## src/verilog/ssc_map.svh

```systemverilog
`ifndef SSC_MAP_SVH
`define SSC_MAP_SVH
// ==========================================
// register byte addresses
`define SSC_ADR_CTRL0  32'h4004_0000
`define SSC_ADR_CTRL1  32'h4004_0004
`define SSC_ADR_DATA   32'h4004_0008
`define SSC_ADR_STAT   32'h4004_000C
`define SSC_ADR_PRESC  32'h4004_0010
// ==========================================
// control one bit positions
`define SSC_C1_LOOP    0
`define SSC_C1_EN      1
`define SSC_C1_ROLE    2
`define SSC_C1_BLOCK   3
// ==========================================
// reset values
`define SSC_CTRL0_RST  16'h0000
`define SSC_CTRL1_RST  4'h0
`define SSC_PRESC_RST  8'h00
// ==========================================
// frame codes and sizes
`define SSC_FMT_SPI    2'h0
`define SSC_FMT_TI     2'h1
`define SSC_SIZE_MIN   4'h3
`define SSC_SIZE_MAX   4'hF
`define SSC_DATA_W     16
`define SSC_DEPTH      8
`define SSC_PTR_W      3
`define SSC_CNT_W      4
`endif

```

## src/verilog/ssc_pkg.sv

```systemverilog
`default_nettype none
// ==========================================
// shared types of the serial controller
package ssc_pkg;
	// engine states, gray along idle-shift-tail
	typedef enum logic [1:0] {
		st_idle  = 2'b00,
		st_shift = 2'b01,
		st_tail  = 2'b11
	} ssc_state_e;

	// control zero, laid out as the register bits
	typedef struct packed {
		logic [7:0] rate;
		logic       capture_edge_select;
		logic       clock_idle_level;
		logic [1:0] fmt;
		logic [3:0] size;
	} ssc_ctrl0_s;

	// control one, bit 3 down to bit 0
	typedef struct packed {
		logic block;
		logic role;
		logic enable;
		logic loopback;
	} ssc_ctrl1_s;

	// status, bit 4 down to bit 0
	typedef struct packed {
		logic busy;
		logic rx_full;
		logic rx_has;
		logic tx_room;
		logic tx_empty;
	} ssc_stat_s;

	typedef struct packed {
		logic sclk;
		logic mosi;
		logic miso;
		logic ssel;
	} ssc_pin_in_s;

	// each pin: value then active-low enable
	typedef struct packed {
		logic sclk;
		logic sclk_oe_n;
		logic mosi;
		logic mosi_oe_n;
		logic miso;
		logic miso_oe_n;
		logic ssel;
		logic ssel_oe_n;
	} ssc_pin_out_s;
endpackage : ssc_pkg
`default_nettype wire
```

## src/verilog/ssc_core.sv

```systemverilog
// Decided for this implementation: the Avalon-MM slave port.
`timescale 1ns/1ns
`default_nettype none
`include "ssc_map.svh"
// ==========================================
module ssc_core
	import ssc_pkg::*;
(
	input  wire logic         ref_clk,     // 50 MHz clock
	input  wire logic         rstn,        // async reset, low
	input  wire logic [31:0]  address,     // byte address
	input  wire logic         read,        // read request
	input  wire logic         write,       // write request
	input  wire logic [31:0]  writedata,   // write data
	output var  logic [31:0]  readdata,    // read data
	output logic              waitrequest, // stall request
	input  wire ssc_pin_in_s  pins_in,     // serial pins in
	output ssc_pin_out_s      pins_out     // serial pins out
);
	ssc_ctrl0_s           ctrl0;
	ssc_ctrl1_s           ctrl1;
	logic [7:0]           presc;
	logic                 ack;
	ssc_pin_in_s          sync1;
	ssc_pin_in_s          sync2;
	logic                 sclk_d;
	ssc_state_e           st;
	ssc_state_e           next_st;
	logic [4:0]           ecnt;
	logic [6:0]           pre_cnt;
	logic [7:0]           scr_cnt;
	logic [15:0]          tx_sr;
	logic [15:0]          rx_sr;
	logic                 sclk_lvl;
	logic                 done_d;
	ssc_stat_s            stat;
	logic                 req;
	logic                 acc;
	logic                 sel_c0;
	logic                 sel_c1;
	logic                 sel_dr;
	logic                 sel_st;
	logic                 sel_ps;
	logic [31:0]          rd_mux;
	logic                 tx_push;
	logic                 tx_room;
	logic                 tx_valid;
	logic                 tx_pop;
	logic [15:0]          tx_word;
	logic [3:0]           tx_cnt;
	logic                 rx_ready;
	logic                 rx_valid;
	logic                 rx_pop;
	logic [15:0]          rx_word;
	logic [15:0]          rx_in;
	logic [3:0]           rx_cnt;
	logic                 en;
	logic                 master;
	logic                 fmt_spi;
	logic                 eff_clock_idle_level;
	logic                 eff_capture_edge_select;
	logic [3:0]           size_eff;
	logic [4:0]           last_e;
	logic [6:0]           half_div;
	logic                 half_tick;
	logic                 ssel_low_in;
	logic                 start;
	logic                 edge_go;
	logic                 last_go;
	logic                 sample_e;
	logic                 shift_e;
	logic                 tx_bit;
	logic                 din;
	logic                 drive_m;
	logic                 drive_s;

	// address match, shared by read and write decode
	function automatic logic hit(input logic [31:0] a, input logic [31:0] r);
		return a == r;
	endfunction : hit

	// ones in the low size+1 bits
	function automatic logic [15:0] frame_mask(input logic [3:0] sz);
		return 16'hFFFF >> (4'hF - sz);
	endfunction : frame_mask

	// ==========================================
	// avalon slave: one wait cycle, then accept
	assign req         = read | write;
	assign waitrequest = req & ~ack;
	assign acc         = req & ack;
	assign sel_c0      = hit(address, `SSC_ADR_CTRL0);
	assign sel_c1      = hit(address, `SSC_ADR_CTRL1);
	assign sel_dr      = hit(address, `SSC_ADR_DATA);
	assign sel_st      = hit(address, `SSC_ADR_STAT);
	assign sel_ps      = hit(address, `SSC_ADR_PRESC);

	// unmapped addresses read zero; reserved bits read zero
	assign rd_mux = sel_c0 ? {16'h0000, ctrl0} :
		sel_c1 ? {28'h000_0000, ctrl1} :
		sel_dr ? {16'h0000, rx_word} :
		sel_st ? {27'h000_0000, stat} :
		sel_ps ? {24'h00_0000, presc} : 32'h0000_0000;

	always_ff @(posedge ref_clk or negedge rstn) begin
		if (!rstn) begin
			ack      <= 1'b0;
			readdata <= 32'h0000_0000;
		end else begin
			ack <= req & ~ack;
			if (req & ~ack) begin
				readdata <= rd_mux;
			end
		end
	end

	// ==========================================
	// control registers, written at the accept edge
	always_ff @(posedge ref_clk or negedge rstn) begin
		if (!rstn) begin
			ctrl0 <= `SSC_CTRL0_RST;
			ctrl1 <= `SSC_CTRL1_RST;
			presc <= `SSC_PRESC_RST;
		end else if (write & acc) begin
			if (sel_c0) begin
				ctrl0 <= writedata[15:0];
			end
			if (sel_c1) begin
				ctrl1.loopback <= writedata[`SSC_C1_LOOP];
				ctrl1.enable   <= writedata[`SSC_C1_EN];
				ctrl1.block    <= writedata[`SSC_C1_BLOCK];
				if (!ctrl1.enable) begin
					ctrl1.role <= writedata[`SSC_C1_ROLE];
				end
			end
			if (sel_ps) begin
				presc <= {writedata[7:1], 1'b0}; // even only
			end
		end
	end

	// ==========================================
	// fifos: data port pushes on write, pops on read
	assign tx_push = write & acc & sel_dr;
	assign rx_pop  = read & acc & sel_dr;
	assign tx_pop  = start;

	ssc_fifo u_tx_fifo (
		.ref_clk   (ref_clk),
		.rstn      (rstn),
		.in_valid  (tx_push),
		.in_ready  (tx_room),
		.in_data   (writedata[15:0]),
		.out_valid (tx_valid),
		.out_ready (tx_pop),
		.out_data  (tx_word),
		.count     (tx_cnt)
	);

	ssc_fifo u_rx_fifo (
		.ref_clk   (ref_clk),
		.rstn      (rstn),
		.in_valid  (done_d),
		.in_ready  (rx_ready),
		.in_data   (rx_in),
		.out_valid (rx_valid),
		.out_ready (rx_pop),
		.out_data  (rx_word),
		.count     (rx_cnt)
	);

	// status flags straight from fifo levels and engine
	assign stat.tx_empty = tx_cnt == 4'h0;
	assign stat.tx_room  = tx_room;
	assign stat.rx_has   = rx_valid;
	assign stat.rx_full  = ~rx_ready;
	assign stat.busy     = (st != st_idle) | ~stat.tx_empty;

	// ==========================================
	// pin synchronisers, first stage feeds only the second
	always_ff @(posedge ref_clk or negedge rstn) begin
		if (!rstn) begin
			sync1  <= '0;
			sync2  <= '0;
			sclk_d <= 1'b0;
		end else begin
			sync1  <= pins_in;
			sync2  <= sync1;
			sclk_d <= sync2.sclk;
		end
	end

	// ==========================================
	// frame shape; ti and microwire use fixed clocking
	assign en       = ctrl1.enable;
	assign master   = ~ctrl1.role;
	assign fmt_spi  = ctrl0.fmt == `SSC_FMT_SPI;
	assign eff_clock_idle_level = fmt_spi & ctrl0.clock_idle_level;
	assign eff_capture_edge_select = fmt_spi ? ctrl0.capture_edge_select : ctrl0.fmt == `SSC_FMT_TI;
	assign size_eff = (ctrl0.size < `SSC_SIZE_MIN) ? `SSC_SIZE_MIN : ctrl0.size;
	assign last_e   = {size_eff, 1'b1};

	// half bit = presc/2 * (rate+1) clocks, so bit = presc*(rate+1)
	assign half_div  = (presc[7:1] == 7'h00) ? 7'h01 : presc[7:1];
	assign half_tick = (pre_cnt == half_div - 7'h01) & (scr_cnt == ctrl0.rate);

	// dividers rest in idle so each frame starts on a clean phase
	always_ff @(posedge ref_clk or negedge rstn) begin
		if (!rstn) begin
			pre_cnt <= 7'h00;
			scr_cnt <= 8'h00;
		end else if (st == st_idle) begin
			pre_cnt <= 7'h00;
			scr_cnt <= 8'h00;
		end else if (pre_cnt == half_div - 7'h01) begin
			pre_cnt <= 7'h00;
			scr_cnt <= half_tick ? 8'h00 : scr_cnt + 8'h01;
		end else begin
			pre_cnt <= pre_cnt + 7'h01;
		end
	end

	// ==========================================
	// engine triggers for both roles
	assign ssel_low_in = ~sync2.ssel;
	assign start = en & (st == st_idle) & (master ? tx_valid : ssel_low_in);
	assign edge_go = (st == st_shift) & (master ? half_tick : sync2.sclk ^ sclk_d);
	assign last_go  = edge_go & (ecnt == last_e);
	assign sample_e = eff_capture_edge_select ? ecnt[0] : ~ecnt[0];
	assign shift_e  = eff_capture_edge_select ? (~ecnt[0] & (ecnt != 5'h00)) : (ecnt[0] & ~last_go);
	assign tx_bit   = tx_sr[15];
	assign din = ctrl1.loopback ? tx_bit : (master ? sync2.miso : sync2.mosi);

	// state sequencing; losing enable aborts the frame
	always_comb begin
		next_st = st;
		case (st)
			st_idle: begin
				if (start) begin
					next_st = st_shift;
				end
			end
			st_shift: begin
				if (!en || (!master && !ssel_low_in)) begin
					next_st = st_idle;
				end else if (last_go) begin
					next_st = master ? st_tail : st_idle;
				end
			end
			st_tail: begin
				if (!en || half_tick) begin
					next_st = st_idle;
				end
			end
			default: begin
				next_st = st_idle;
			end
		endcase
	end

	always_ff @(posedge ref_clk or negedge rstn) begin
		if (!rstn) begin
			st <= st_idle;
		end else begin
			st <= next_st;
		end
	end

	// ==========================================
	// shifters; slave with empty fifo sends zeros
	always_ff @(posedge ref_clk or negedge rstn) begin
		if (!rstn) begin
			tx_sr    <= 16'h0000;
			rx_sr    <= 16'h0000;
			ecnt     <= 5'h00;
			sclk_lvl <= 1'b0;
			done_d   <= 1'b0;
		end else begin
			done_d <= last_go;
			if (st == st_idle) begin
				ecnt     <= 5'h00;
				sclk_lvl <= eff_clock_idle_level;
				if (start) begin
					tx_sr <= tx_valid ? tx_word << (4'hF - size_eff) : 16'h0000;
				end
			end else if (edge_go) begin
				ecnt     <= ecnt + 5'h01;
				sclk_lvl <= ~sclk_lvl;
				if (shift_e) begin
					tx_sr <= {tx_sr[14:0], 1'b0};
				end
				if (sample_e) begin
					rx_sr <= {rx_sr[14:0], din};
				end
			end
		end
	end

	// received word trimmed to the frame length
	assign rx_in = rx_sr & frame_mask(size_eff);

	// ==========================================
	// pin drive; enables are active low
	assign drive_m = en & master;
	assign drive_s = en & ~master & ~ctrl1.block & ssel_low_in;
	assign pins_out.sclk      = sclk_lvl;
	assign pins_out.sclk_oe_n = ~drive_m;
	assign pins_out.mosi      = tx_bit;
	assign pins_out.mosi_oe_n = ~drive_m;
	assign pins_out.miso      = tx_bit;
	assign pins_out.miso_oe_n = ~drive_s;
	// ti framing pulses select high over the first bit
	assign pins_out.ssel = (ctrl0.fmt == `SSC_FMT_TI) ?
		(st == st_shift) & (ecnt < 5'h02) : st != st_shift;
	assign pins_out.ssel_oe_n = ~drive_m;

	logic [15:0] hgap;
	logic [15:0] gap_exp;
	assign gap_exp = {9'h000, half_div} * {8'h00, ctrl0.rate} + {9'h000, half_div};
	always_ff @(posedge ref_clk or negedge rstn) begin
		if (!rstn) begin
			hgap <= 16'h0000;
		end else begin
			hgap <= (half_tick || st == st_idle) ? 16'h0000 : hgap + 16'h0001;
		end
	end
endmodule : ssc_core
`default_nettype wire

```

## src/verilog/ssc_fifo.sv

```systemverilog
`timescale 1ns/1ns
`default_nettype none
`include "ssc_map.svh"
// ==========================================
// frame fifo, eight words of sixteen bits
module ssc_fifo
	import ssc_pkg::*;
(
	input  wire logic                  ref_clk,   // system clock
	input  wire logic                  rstn,      // async reset
	input  wire logic                  in_valid,  // push request
	output logic                       in_ready,  // room left
	input  wire logic [`SSC_DATA_W-1:0] in_data,  // pushed word
	output logic                       out_valid, // word held
	input  wire logic                  out_ready, // pop request
	output logic [`SSC_DATA_W-1:0]     out_data,  // oldest word
	output logic [`SSC_CNT_W-1:0]      count      // words held
);
	logic [`SSC_DATA_W-1:0] mem [`SSC_DEPTH];
	logic [`SSC_PTR_W-1:0]  wr_ptr;
	logic [`SSC_PTR_W-1:0]  rd_ptr;
	logic                   push;
	logic                   pop;

	// a push into a full fifo is dropped here
	assign in_ready  = count != `SSC_CNT_W'(`SSC_DEPTH);
	assign out_valid = count != '0;
	assign push      = in_valid & in_ready;
	assign pop       = out_ready & out_valid;
	assign out_data  = mem[rd_ptr];

	// ==========================================
	// pointers and fill level
	always_ff @(posedge ref_clk or negedge rstn) begin
		if (!rstn) begin
			wr_ptr <= '0;
			rd_ptr <= '0;
			count  <= '0;
		end else begin
			wr_ptr <= wr_ptr + `SSC_PTR_W'(push);
			rd_ptr <= rd_ptr + `SSC_PTR_W'(pop);
			count  <= count + `SSC_CNT_W'(push) - `SSC_CNT_W'(pop);
		end
	end

	// storage, no reset needed on the data
	always_ff @(posedge ref_clk) begin
		if (push) begin
			mem[wr_ptr] <= in_data;
		end
	end
endmodule : ssc_fifo
`default_nettype wire

```

## config.mk

```make
export PLATFORM = sky130hd
export DESIGN_NAME = ssc_core
export DESIGN_NICKNAME = d
export VERILOG_FILES = /design/src/verilog/ssc_pkg.sv /design/src/verilog/ssc_core.sv /design/src/verilog/ssc_fifo.sv
export VERILOG_INCLUDE_DIRS = /design/src /design/src/verilog
export SDC_FILE = /design/constraint.sdc
export NUM_CORES = 1
export LEC_CHECK = 0
export ABC_AREA = 0
export BUFFER_PORTS_ARGS = -buffer_cell sky130_fd_sc_hd__buf_2
export CAP_MARGIN = 20
export CORE_MARGIN = 5
export CORE_UTILIZATION = 55
export DETAILED_ROUTE_END_ITERATION = 10
export PLACE_DENSITY = 0.84
export REMOVE_ABC_BUFFERS = 1
export SLEW_MARGIN = 20
export SYNTH_ARGS = -nofsm -noshare
export SYNTH_HDL_FRONTEND = slang
export SYNTH_SLANG_ARGS = --single-unit
```

## constraint.sdc

```tcl
create_clock -name ref_clk -period 4.2 [get_ports ref_clk]
set_input_delay 0.21 -clock ref_clk [delete_from_list [all_inputs] [get_ports ref_clk]]
set_output_delay 0.21 -clock ref_clk [all_outputs]
set_load 0.005 [all_outputs]
```

# ---- Yosys cells after proc, flatten, opt, wreduce, memory -nomap -nowiden
# Memories as Yosys holds them, arrays and structs flattened.
# Index checks and enable logic that the tools add are counted.
# W data, S select, Z words.
dict set report word_totals {
  output_inout_bits 41
  regBits 145
  mem_count 2
  mem_bits_rw 256
}
# memory depth width read_ports rd_clocked_by_memory_dff write_ports line
set memory_table {}
lappend memory_table {u_rx_fifo.mem 8 16 1 0 1 ssc_fifo.sv:19} ;# logic [`SSC_DATA_W-1:0] mem [`SSC_DEPTH];
lappend memory_table {u_tx_fifo.mem 8 16 1 0 1 ssc_fifo.sv:19}
dict set report op_classes {
  reduce_logical 22
  n_shift 2
  bitwise_logic 40
  eq_ne 17
  mux 39
  n_lt_le_gt_ge 2
  n_addsub 13
}
# cell n
set op_table {}
lappend op_table {{$eq A32 B31 Y1 const B} 5}
lappend op_table {{$mux W16} 8}
lappend op_table {{$mux W8} 5}
lappend op_table {{$and A1 B1 Y1} 23}
lappend op_table {{$mux W7} 3}
lappend op_table {{$and A16 B16 Y16} 1}
lappend op_table {{$shl A16 B4 Y16} 1}
lappend op_table {{$shr A16 B4 Y16 const A} 1}
lappend op_table {{$mux W1} 14}
lappend op_table {{$not A1 Y1} 13}
lappend op_table {{$add A3 B1 Y3} 4}
lappend op_table {{$reduce_and A3 Y1} 4}
lappend op_table {{$mux W2} 5}
lappend op_table {{$mux W5} 2}
lappend op_table {{$add A4 B1 Y4} 2}
lappend op_table {{$add A8 B1 Y8 const B} 1}
lappend op_table {{$eq A8 B8 Y1} 1}
lappend op_table {{$ne A4 B4 Y1 const B} 2}
lappend op_table {{$reduce_bool A2 Y1} 4}
lappend op_table {{$reduce_bool A4 Y1} 2}
lappend op_table {{$sub A4 B1 Y4} 2}
lappend op_table {{$add A7 B1 Y7 const B} 1}
lappend op_table {{$eq A7 B7 Y1} 1}
lappend op_table {{$logic_not A7 Y1} 1}
lappend op_table {{22 further kinds} 29}

# ---- Logic depth before layout (Yosys ltp)
dict set report depth {
  ltp_word 14
  depth_mapped 13
  depth_no_buf 11
}

# ---- Hierarchy
# From an unflattened synthesis, not the netlist that was laid out.
dict set report unflattened {
  hier_cells 1108
  area_unflattened_um2 17409.2
}
# module n_inst cells_per_inst seq_area_each_um2 area_per_inst_um2
set by_module_without_submodules {}
lappend by_module_without_submodules {ssc_fifo 2 239 4093.9 5481.5}
lappend by_module_without_submodules {ssc_core 1 630 2727.6 6446.2}

# ---- Least setup slack after synthesis
# Ideal clock, no wire load.
dict set report synth_path {
  path_kind {input to register}
  from {in address[12]}
  to {mem u_tx_fifo.mem[0][0] (netlist name), enable pin}
  path_buffers 1
  setup_slack_ns 1.024
  arrival_ns 2.767
  cell_stages 8
  cell_sequence {nor4b_1 nand4_1 nor3_1 and4b_1 clkbuf_1 and4_1 nand2b_1 nor3_1}
}
dict set report synth_via {
  elab_chain_len 5
}
# element line
set synth_rtl {}
lappend synth_rtl {{start, declared} ssc_core.sv:11} ;# input wire logic [31:0] address,
lappend synth_rtl {{$eq A32 B31 Y1} ssc_core.sv:79} ;# return a == r;
lappend synth_rtl {{$and A1 B1 Y1} ssc_core.sv:144} ;# assign tx_push = write & acc & sel_dr;
lappend synth_rtl {{$and A1 B1 Y1} ssc_fifo.sv:28} ;# assign push = in_valid & in_ready;
lappend synth_rtl {{$mux W1} ssc_fifo.sv:48} ;# if (push) begin
lappend synth_rtl {{$mux W1 (implied by the code)} ssc_fifo.sv:49} ;# mem[wr_ptr] <= in_data;
lappend synth_rtl {{end, declared} ssc_fifo.sv:19}
# No other way between the ends.

# ---- Worst setup path after layout
dict set report layout_path {
  from {reg presc[5]}
  to {reg rx_sr[8]}
}
dict set report layout_via {
  elab_chain_len 8
}
# element line
set layout_rtl {}
lappend layout_rtl {{start, declared} ssc_core.sv:22} ;# logic [7:0] presc;
lappend layout_rtl {{start signal, assigned} ssc_core.sv:123} ;# presc <= `SSC_PRESC_RST;
lappend layout_rtl {{start signal, assigned} ssc_core.sv:137} ;# presc <= {writedata[7:1], 1'b0};
lappend layout_rtl {{$logic_not A7 Y1} ssc_core.sv:204} ;# assign half_div = (presc[7:1] == 7'h00) ? 7'h01 : presc[7:1];
lappend layout_rtl {{$mux W7 (*)} ssc_core.sv:204}
lappend layout_rtl {{$sub A7 B1 Y7 (*)} ssc_core.sv:205} ;# assign half_tick = (pre_cnt == half_div - 7'h01) & (scr_cnt == ctrl0.rate);
lappend layout_rtl {{$eq A7 B7 Y1 (*)} ssc_core.sv:205}
lappend layout_rtl {{$and A1 B1 Y1 (*)} ssc_core.sv:205}
lappend layout_rtl {{$mux W1 (*)} ssc_core.sv:227} ;# assign edge_go = (st == st_shift) & (master ? half_tick : sync2.sclk ^ sclk_d);
lappend layout_rtl {{$and A1 B1 Y1 (*)} ssc_core.sv:227}
lappend layout_rtl {{$reduce_and A3 Y1 (no source line) (*)} --}
lappend layout_rtl {{end signal, assigned} ssc_core.sv:293} ;# rx_sr <= {rx_sr[14:0], din};
lappend layout_rtl {{end, declared} ssc_core.sv:33} ;# logic [15:0] rx_sr;
# Mark *: on every way between the ends. The rest lies on a longest branch, timed or not.
# A chain may end at the register's enable or synchronous reset.

==> results list <==
* Fraction of layout instances using a drive strength above 1: 24.6%
- Post-synthesis cell type count: 75
- Cell type with the highest aggregate area in the netlist: sky130_fd_sc_hd__edfxtp_1
* Average wire per standard cell: between 20 and 25 um
- Sw Share: just under 20%
* Number of antenna-violating nets in the routed design: 0
- In this run the critical register-to-register path is launched from presc[5].
- After synthesis, the largest family of logic cells by area is multiplexers.
- Overall power consumption after layout is estimated at about 7.7 mW.
- Buffers placed on the I/O ports in this run total 80.
- The critical path is of the flop to flop type.
- The clock passes through at most 3 buffers.
* Clk root buf: sky130_fd_sc_hd__clkbuf_16
- In this run, flip-flops and latches consume a little over half of the power.
* Number of global-route vias before repair: ~10000
* CTS clk-pin slew, worst paths: roughly 60 ps
- Total power per unit cell area: 401 nW/um2
- Start point of the critical path: presc[5]
* Most common library cells after synthesis: sky130_fd_sc_hd__edfxtp_1, sky130_fd_sc_hd__dfrtp_1, sky130_fd_sc_hd__nand2_1
* Startpoint type of the worst setup path: flop
- Pre-CTS setup slack: around 750 ps
- Cell area after synthesis: ~17000 um2
* Placer Congestion: around 0.9
- From synthesis to final layout, the design area changed by 13.4%.
- 1st-iter DRT viols: about 1000
* Seq/Total Area, Yosys: around 64%
- Of all nets on the critical path, the largest fanout is 16.
* Min-Delay Path Class: primary input to flop
* Setup repair after global routing missed its margin: false
- Leakage power summed over all cells: between 7 and 8 nW
- Proportion of power drawn by combinational gates: about 1.5%
- Die Wd: 186 um
* CORE AREA: about 30000 um2
- Initial standard-cell utilization of the core: around 56%
- Synthesized area per cell: approximately 15 um2
* Final count of negative-setup-slack endpoints: 0
* Instance count of the mapped netlist: around 1100
- In this run the most critical hold path is launched from writedata[14].
* Arithmetic-cell share of the synthesized area counting full adders, half adders and majority gates: roughly 2.1%
- F_max: roughly 290 MHz
- After Yosys synthesis, and, or, nand and nor cells account for under 10% of the synthesized area.
- Hold timing on the final database bottoms out at a slack of 32.8 ps.
- Endpoint class of the critical path: flop
- Grt total ovfl: 0
* Max Cap Viol: 0
- The portion of synthesized area spent on multiplexers is between 10% and 20%.
- The synthesized design contains between 300 and 400 register bits.
- Yosys instantiated no cell more often than sky130_fd_sc_hd__edfxtp_1.
- For this run, the post-layout net count is roughly 1300.
- Worst VDD drop: 0.314 mV
- Final cycle utilization of the critical path: around 83%
- In this run, synthesis inferred about 260 flip-flops with an integrated enable.
- Counting the buffers created by CTS gives 40.
- Post-CTS repair changed the size of 0 cells.
- Global routing used between 20% and 30% of the available tracks across all layers.
- The clock arrives with approximately 13 ps of skew.
* Share of synthesized flip-flops with an asynchronous set or reset: 33.5%
- Initial antenna violation count: 0
- The die covers between 30000 and 40000 um2.
- At the pin with the least slew margin, the transition time is roughly 1000 ps.
* 1st-pass router iterations: 6
* Die span in y: 186 um
- Area contributors post-synth: sky130_fd_sc_hd__edfxtp_1, sky130_fd_sc_hd__dfrtp_1, sky130_fd_sc_hd__mux4_2
- For this run, design rule violations remaining after detail routing come to 0.
* Half-perimeter wire length after detailed placement: around 26 mm
* Final TNS setup: 0 ps
- Via count: 10200
- Synth Area in XOR/XNOR: approximately 1.9%
- Placed standard-cell area: 17800 um2
- Number of primary I/O pins: 113
- The number of hold violations in the final report came to 0.
- Wire length of the first global-routing pass: 59.1 mm
* Clock H-tree levels: 2
* Data arrival time at the worst-slack endpoint: a little under 4000 ps
- Number of max-slew violations in the final report: 0
* Clock latency at the later pin of the worst-skew pair: approximately 530 ps
- Cell Rows: 64
- The run finished with clean final reports.
- Count of yosys warnings during synthesis: 0
- Flop-to-flop setup slack: 710 ps
- Most frequently used flop master after synthesis: sky130_fd_sc_hd__edfxtp_1
- Sink count of the clock tree: about 390
- Wires add up to 38.9 mm.
- Post-layout minimum cycle time: 3490 ps
* Worst slew margin relative to its limit: approximately 30%
- Area fraction in compound gates after synthesis: around 6.6%
* Power share of the clock group: between 40% and 50%
- The analysis attributes to net switching a power of 1.49 mW.
- Summing all non-filler instances in the final layout gives an area of roughly 19000 um2.
* Largest net degree at the start of global routing: 83
* Clock tree from TritonCTS: yes
- The repair_antennas step left the layout with diodes totalling 0.
- At the worst endpoint, the required time is about 4600 ps.
- Setup slack on the critical path of the routed design comes to a little over 700 ps.
- Internal power comes to between 6 and 7 mW.
- Number of vias per cell after detailed routing: 6.17
- After synthesis, the largest area contributor takes up about 45% of total cell area.
-- worst max-delay path: stages (launching register included) --
cell and delay (ps):
sky130_fd_sc_hd__dfrtp_1 480, sky130_fd_sc_hd__nor4_1 390, sky130_fd_sc_hd__a21oi_1 170, sky130_fd_sc_hd__ha_1 320, sky130_fd_sc_hd__xnor2_1 130, sky130_fd_sc_hd__nor3_1 460, sky130_fd_sc_hd__nand4_2 220, sky130_fd_sc_hd__nand2_1 450
sky130_fd_sc_hd__nand3_4 380, sky130_fd_sc_hd__mux2_2 380
-- cell families (layout without fill, tap and decap cells) --
group,count (synthesis),in the layout
AO/OA/AOI/OAI,161,161
XOR/XNOR,37,37
adder cells (fa/ha/maj),27,27
buffers and inverters,105,224
flip-flops,385,385
multiplexers,158,158
other,1,16
AND/OR/NAND/NOR,252,252
-- registers in the layout, indices dropped and copies added (netlist names), 3 cells and up --
| register | flops |
|---|---|
| u_tx_fifo.wr_ptr | 3 |
| pre_cnt | 7 |
| u_tx_fifo.count | 4 |
| readdata | 16 |
| sync1 | 4 |
| u_tx_fifo.rd_ptr | 3 |
| u_tx_fifo.mem | 128 |
| presc | 7 |
| sync2 | 4 |
| ecnt | 5 |
| ctrl0 | 16 |
| rx_sr | 16 |
| scr_cnt | 8 |
| u_rx_fifo.mem | 128 |
| u_rx_fifo.rd_ptr | 3 |
| tx_sr | 16 |
| u_rx_fifo.count | 4 |
| ctrl1 | 3 |
| u_rx_fifo.wr_ptr | 3 |
-- power by group through the flow --
| stage | Sequential, mW | Clock, mW | Combinational, mW |
|---|---|---|---|
| global route | 4.04 | 3.80 | 0.124 |
| detailed placement | 4.12 | 0 | 0.102 |
| floorplan | 4.12 | 0 | 0.0154 |
| finish | 4.04 | 3.57 | 0.113 |
| CTS | 4.04 | 3.63 | 0.111 |
| global placement | 4.12 | 0 | 0.0977 |
-- what timing repair did --
action / CTS / global route
buffers inserted: 0 / 0
endpoints found under the setup margin: 0 / 0
hold endpoints to repair: 139 / 0
hold buffers: 12 / 0
-- layout by cell type (no fill, tap or decap), types with 7 or more instances in the layout --
master / n
sky130_fd_sc_hd__edfxtp_1: 256
sky130_fd_sc_hd__a222oi_1: 9
sky130_fd_sc_hd__and2_1: 8
sky130_fd_sc_hd__nand2_1: 83
sky130_fd_sc_hd__mux2_2: 59
sky130_fd_sc_hd__a22oi_1: 15
sky130_fd_sc_hd__a21o_1: 7
sky130_fd_sc_hd__buf_4: 32
sky130_fd_sc_hd__nor3_1: 16
sky130_fd_sc_hd__nor2_1: 65
sky130_fd_sc_hd__clkbuf_16: 40
sky130_fd_sc_hd__dlygate4sd3_1: 12
sky130_fd_sc_hd__clkbuf_1: 12
sky130_fd_sc_hd__nand4_1: 7
sky130_fd_sc_hd__xnor2_1: 17
sky130_fd_sc_hd__xor2_1: 20
sky130_fd_sc_hd__nor4_1: 9
sky130_fd_sc_hd__conb_1: 16
sky130_fd_sc_hd__a21oi_1: 22
sky130_fd_sc_hd__nand3_1: 17
sky130_fd_sc_hd__ha_1: 25
sky130_fd_sc_hd__o21ai_0: 47
sky130_fd_sc_hd__mux4_2: 61
sky130_fd_sc_hd__nand2b_1: 9
sky130_fd_sc_hd__buf_2: 79
sky130_fd_sc_hd__inv_1: 25
sky130_fd_sc_hd__and3_1: 11
sky130_fd_sc_hd__mux2_4: 9
sky130_fd_sc_hd__dfrtp_1: 128
sky130_fd_sc_hd__mux2i_1: 25
sky130_fd_sc_hd__clkinv_1: 11
-- final timing paths --
| kind | end | depth (start not counted) |
|---|---|---|
| max reg2reg | rx_sr[8] | 9 |
| min | u_tx_fifo.mem[2][14] | 1 |
| max in group asynchronous | u_rx_fifo.rd_ptr[0] | 3 |
| min in group asynchronous | u_tx_fifo.wr_ptr[1] | 2 |
| min reg2reg | sync2[0] | 0 |
| max | rx_sr[8] | 9 |
-- routing by layer --
layer	vias to the layer above	wire [um]	share of wire (%)	track usage, %
met3	99	2320	6.0	3.50
met2	428	20100	52	38.9
li1	4497	-	-	-
met4	0	1450	3.7	7.46
met1	5194	15000	39	29.4
met5	-	0	0	0
-- layout make-up --
class / count / area, um2
multi-input cells: 651 / 5640
fillers: 2114 / 11200
clock buffers: 54 / 1070
repair buffers: 125 / 787
flip-flops and latches: 385 / 10900
inverters: 26 / 97.6
well taps: 396 / 495
clock inverters: 19 / 250
-- per-stage QoR --
| stage | instances | util [%] |
|---|---|---|
| floorplan | 1062 | - |
| CTS | 1656 | 63.1 |
| global route | 1656 | 63.1 |
| detailed placement | 1571 | 58.4 |
| finish | 1656 | 63.1 |
| global placement | 1571 | 58.4 |
Note: power is estimated with default switching activity, not from simulation.
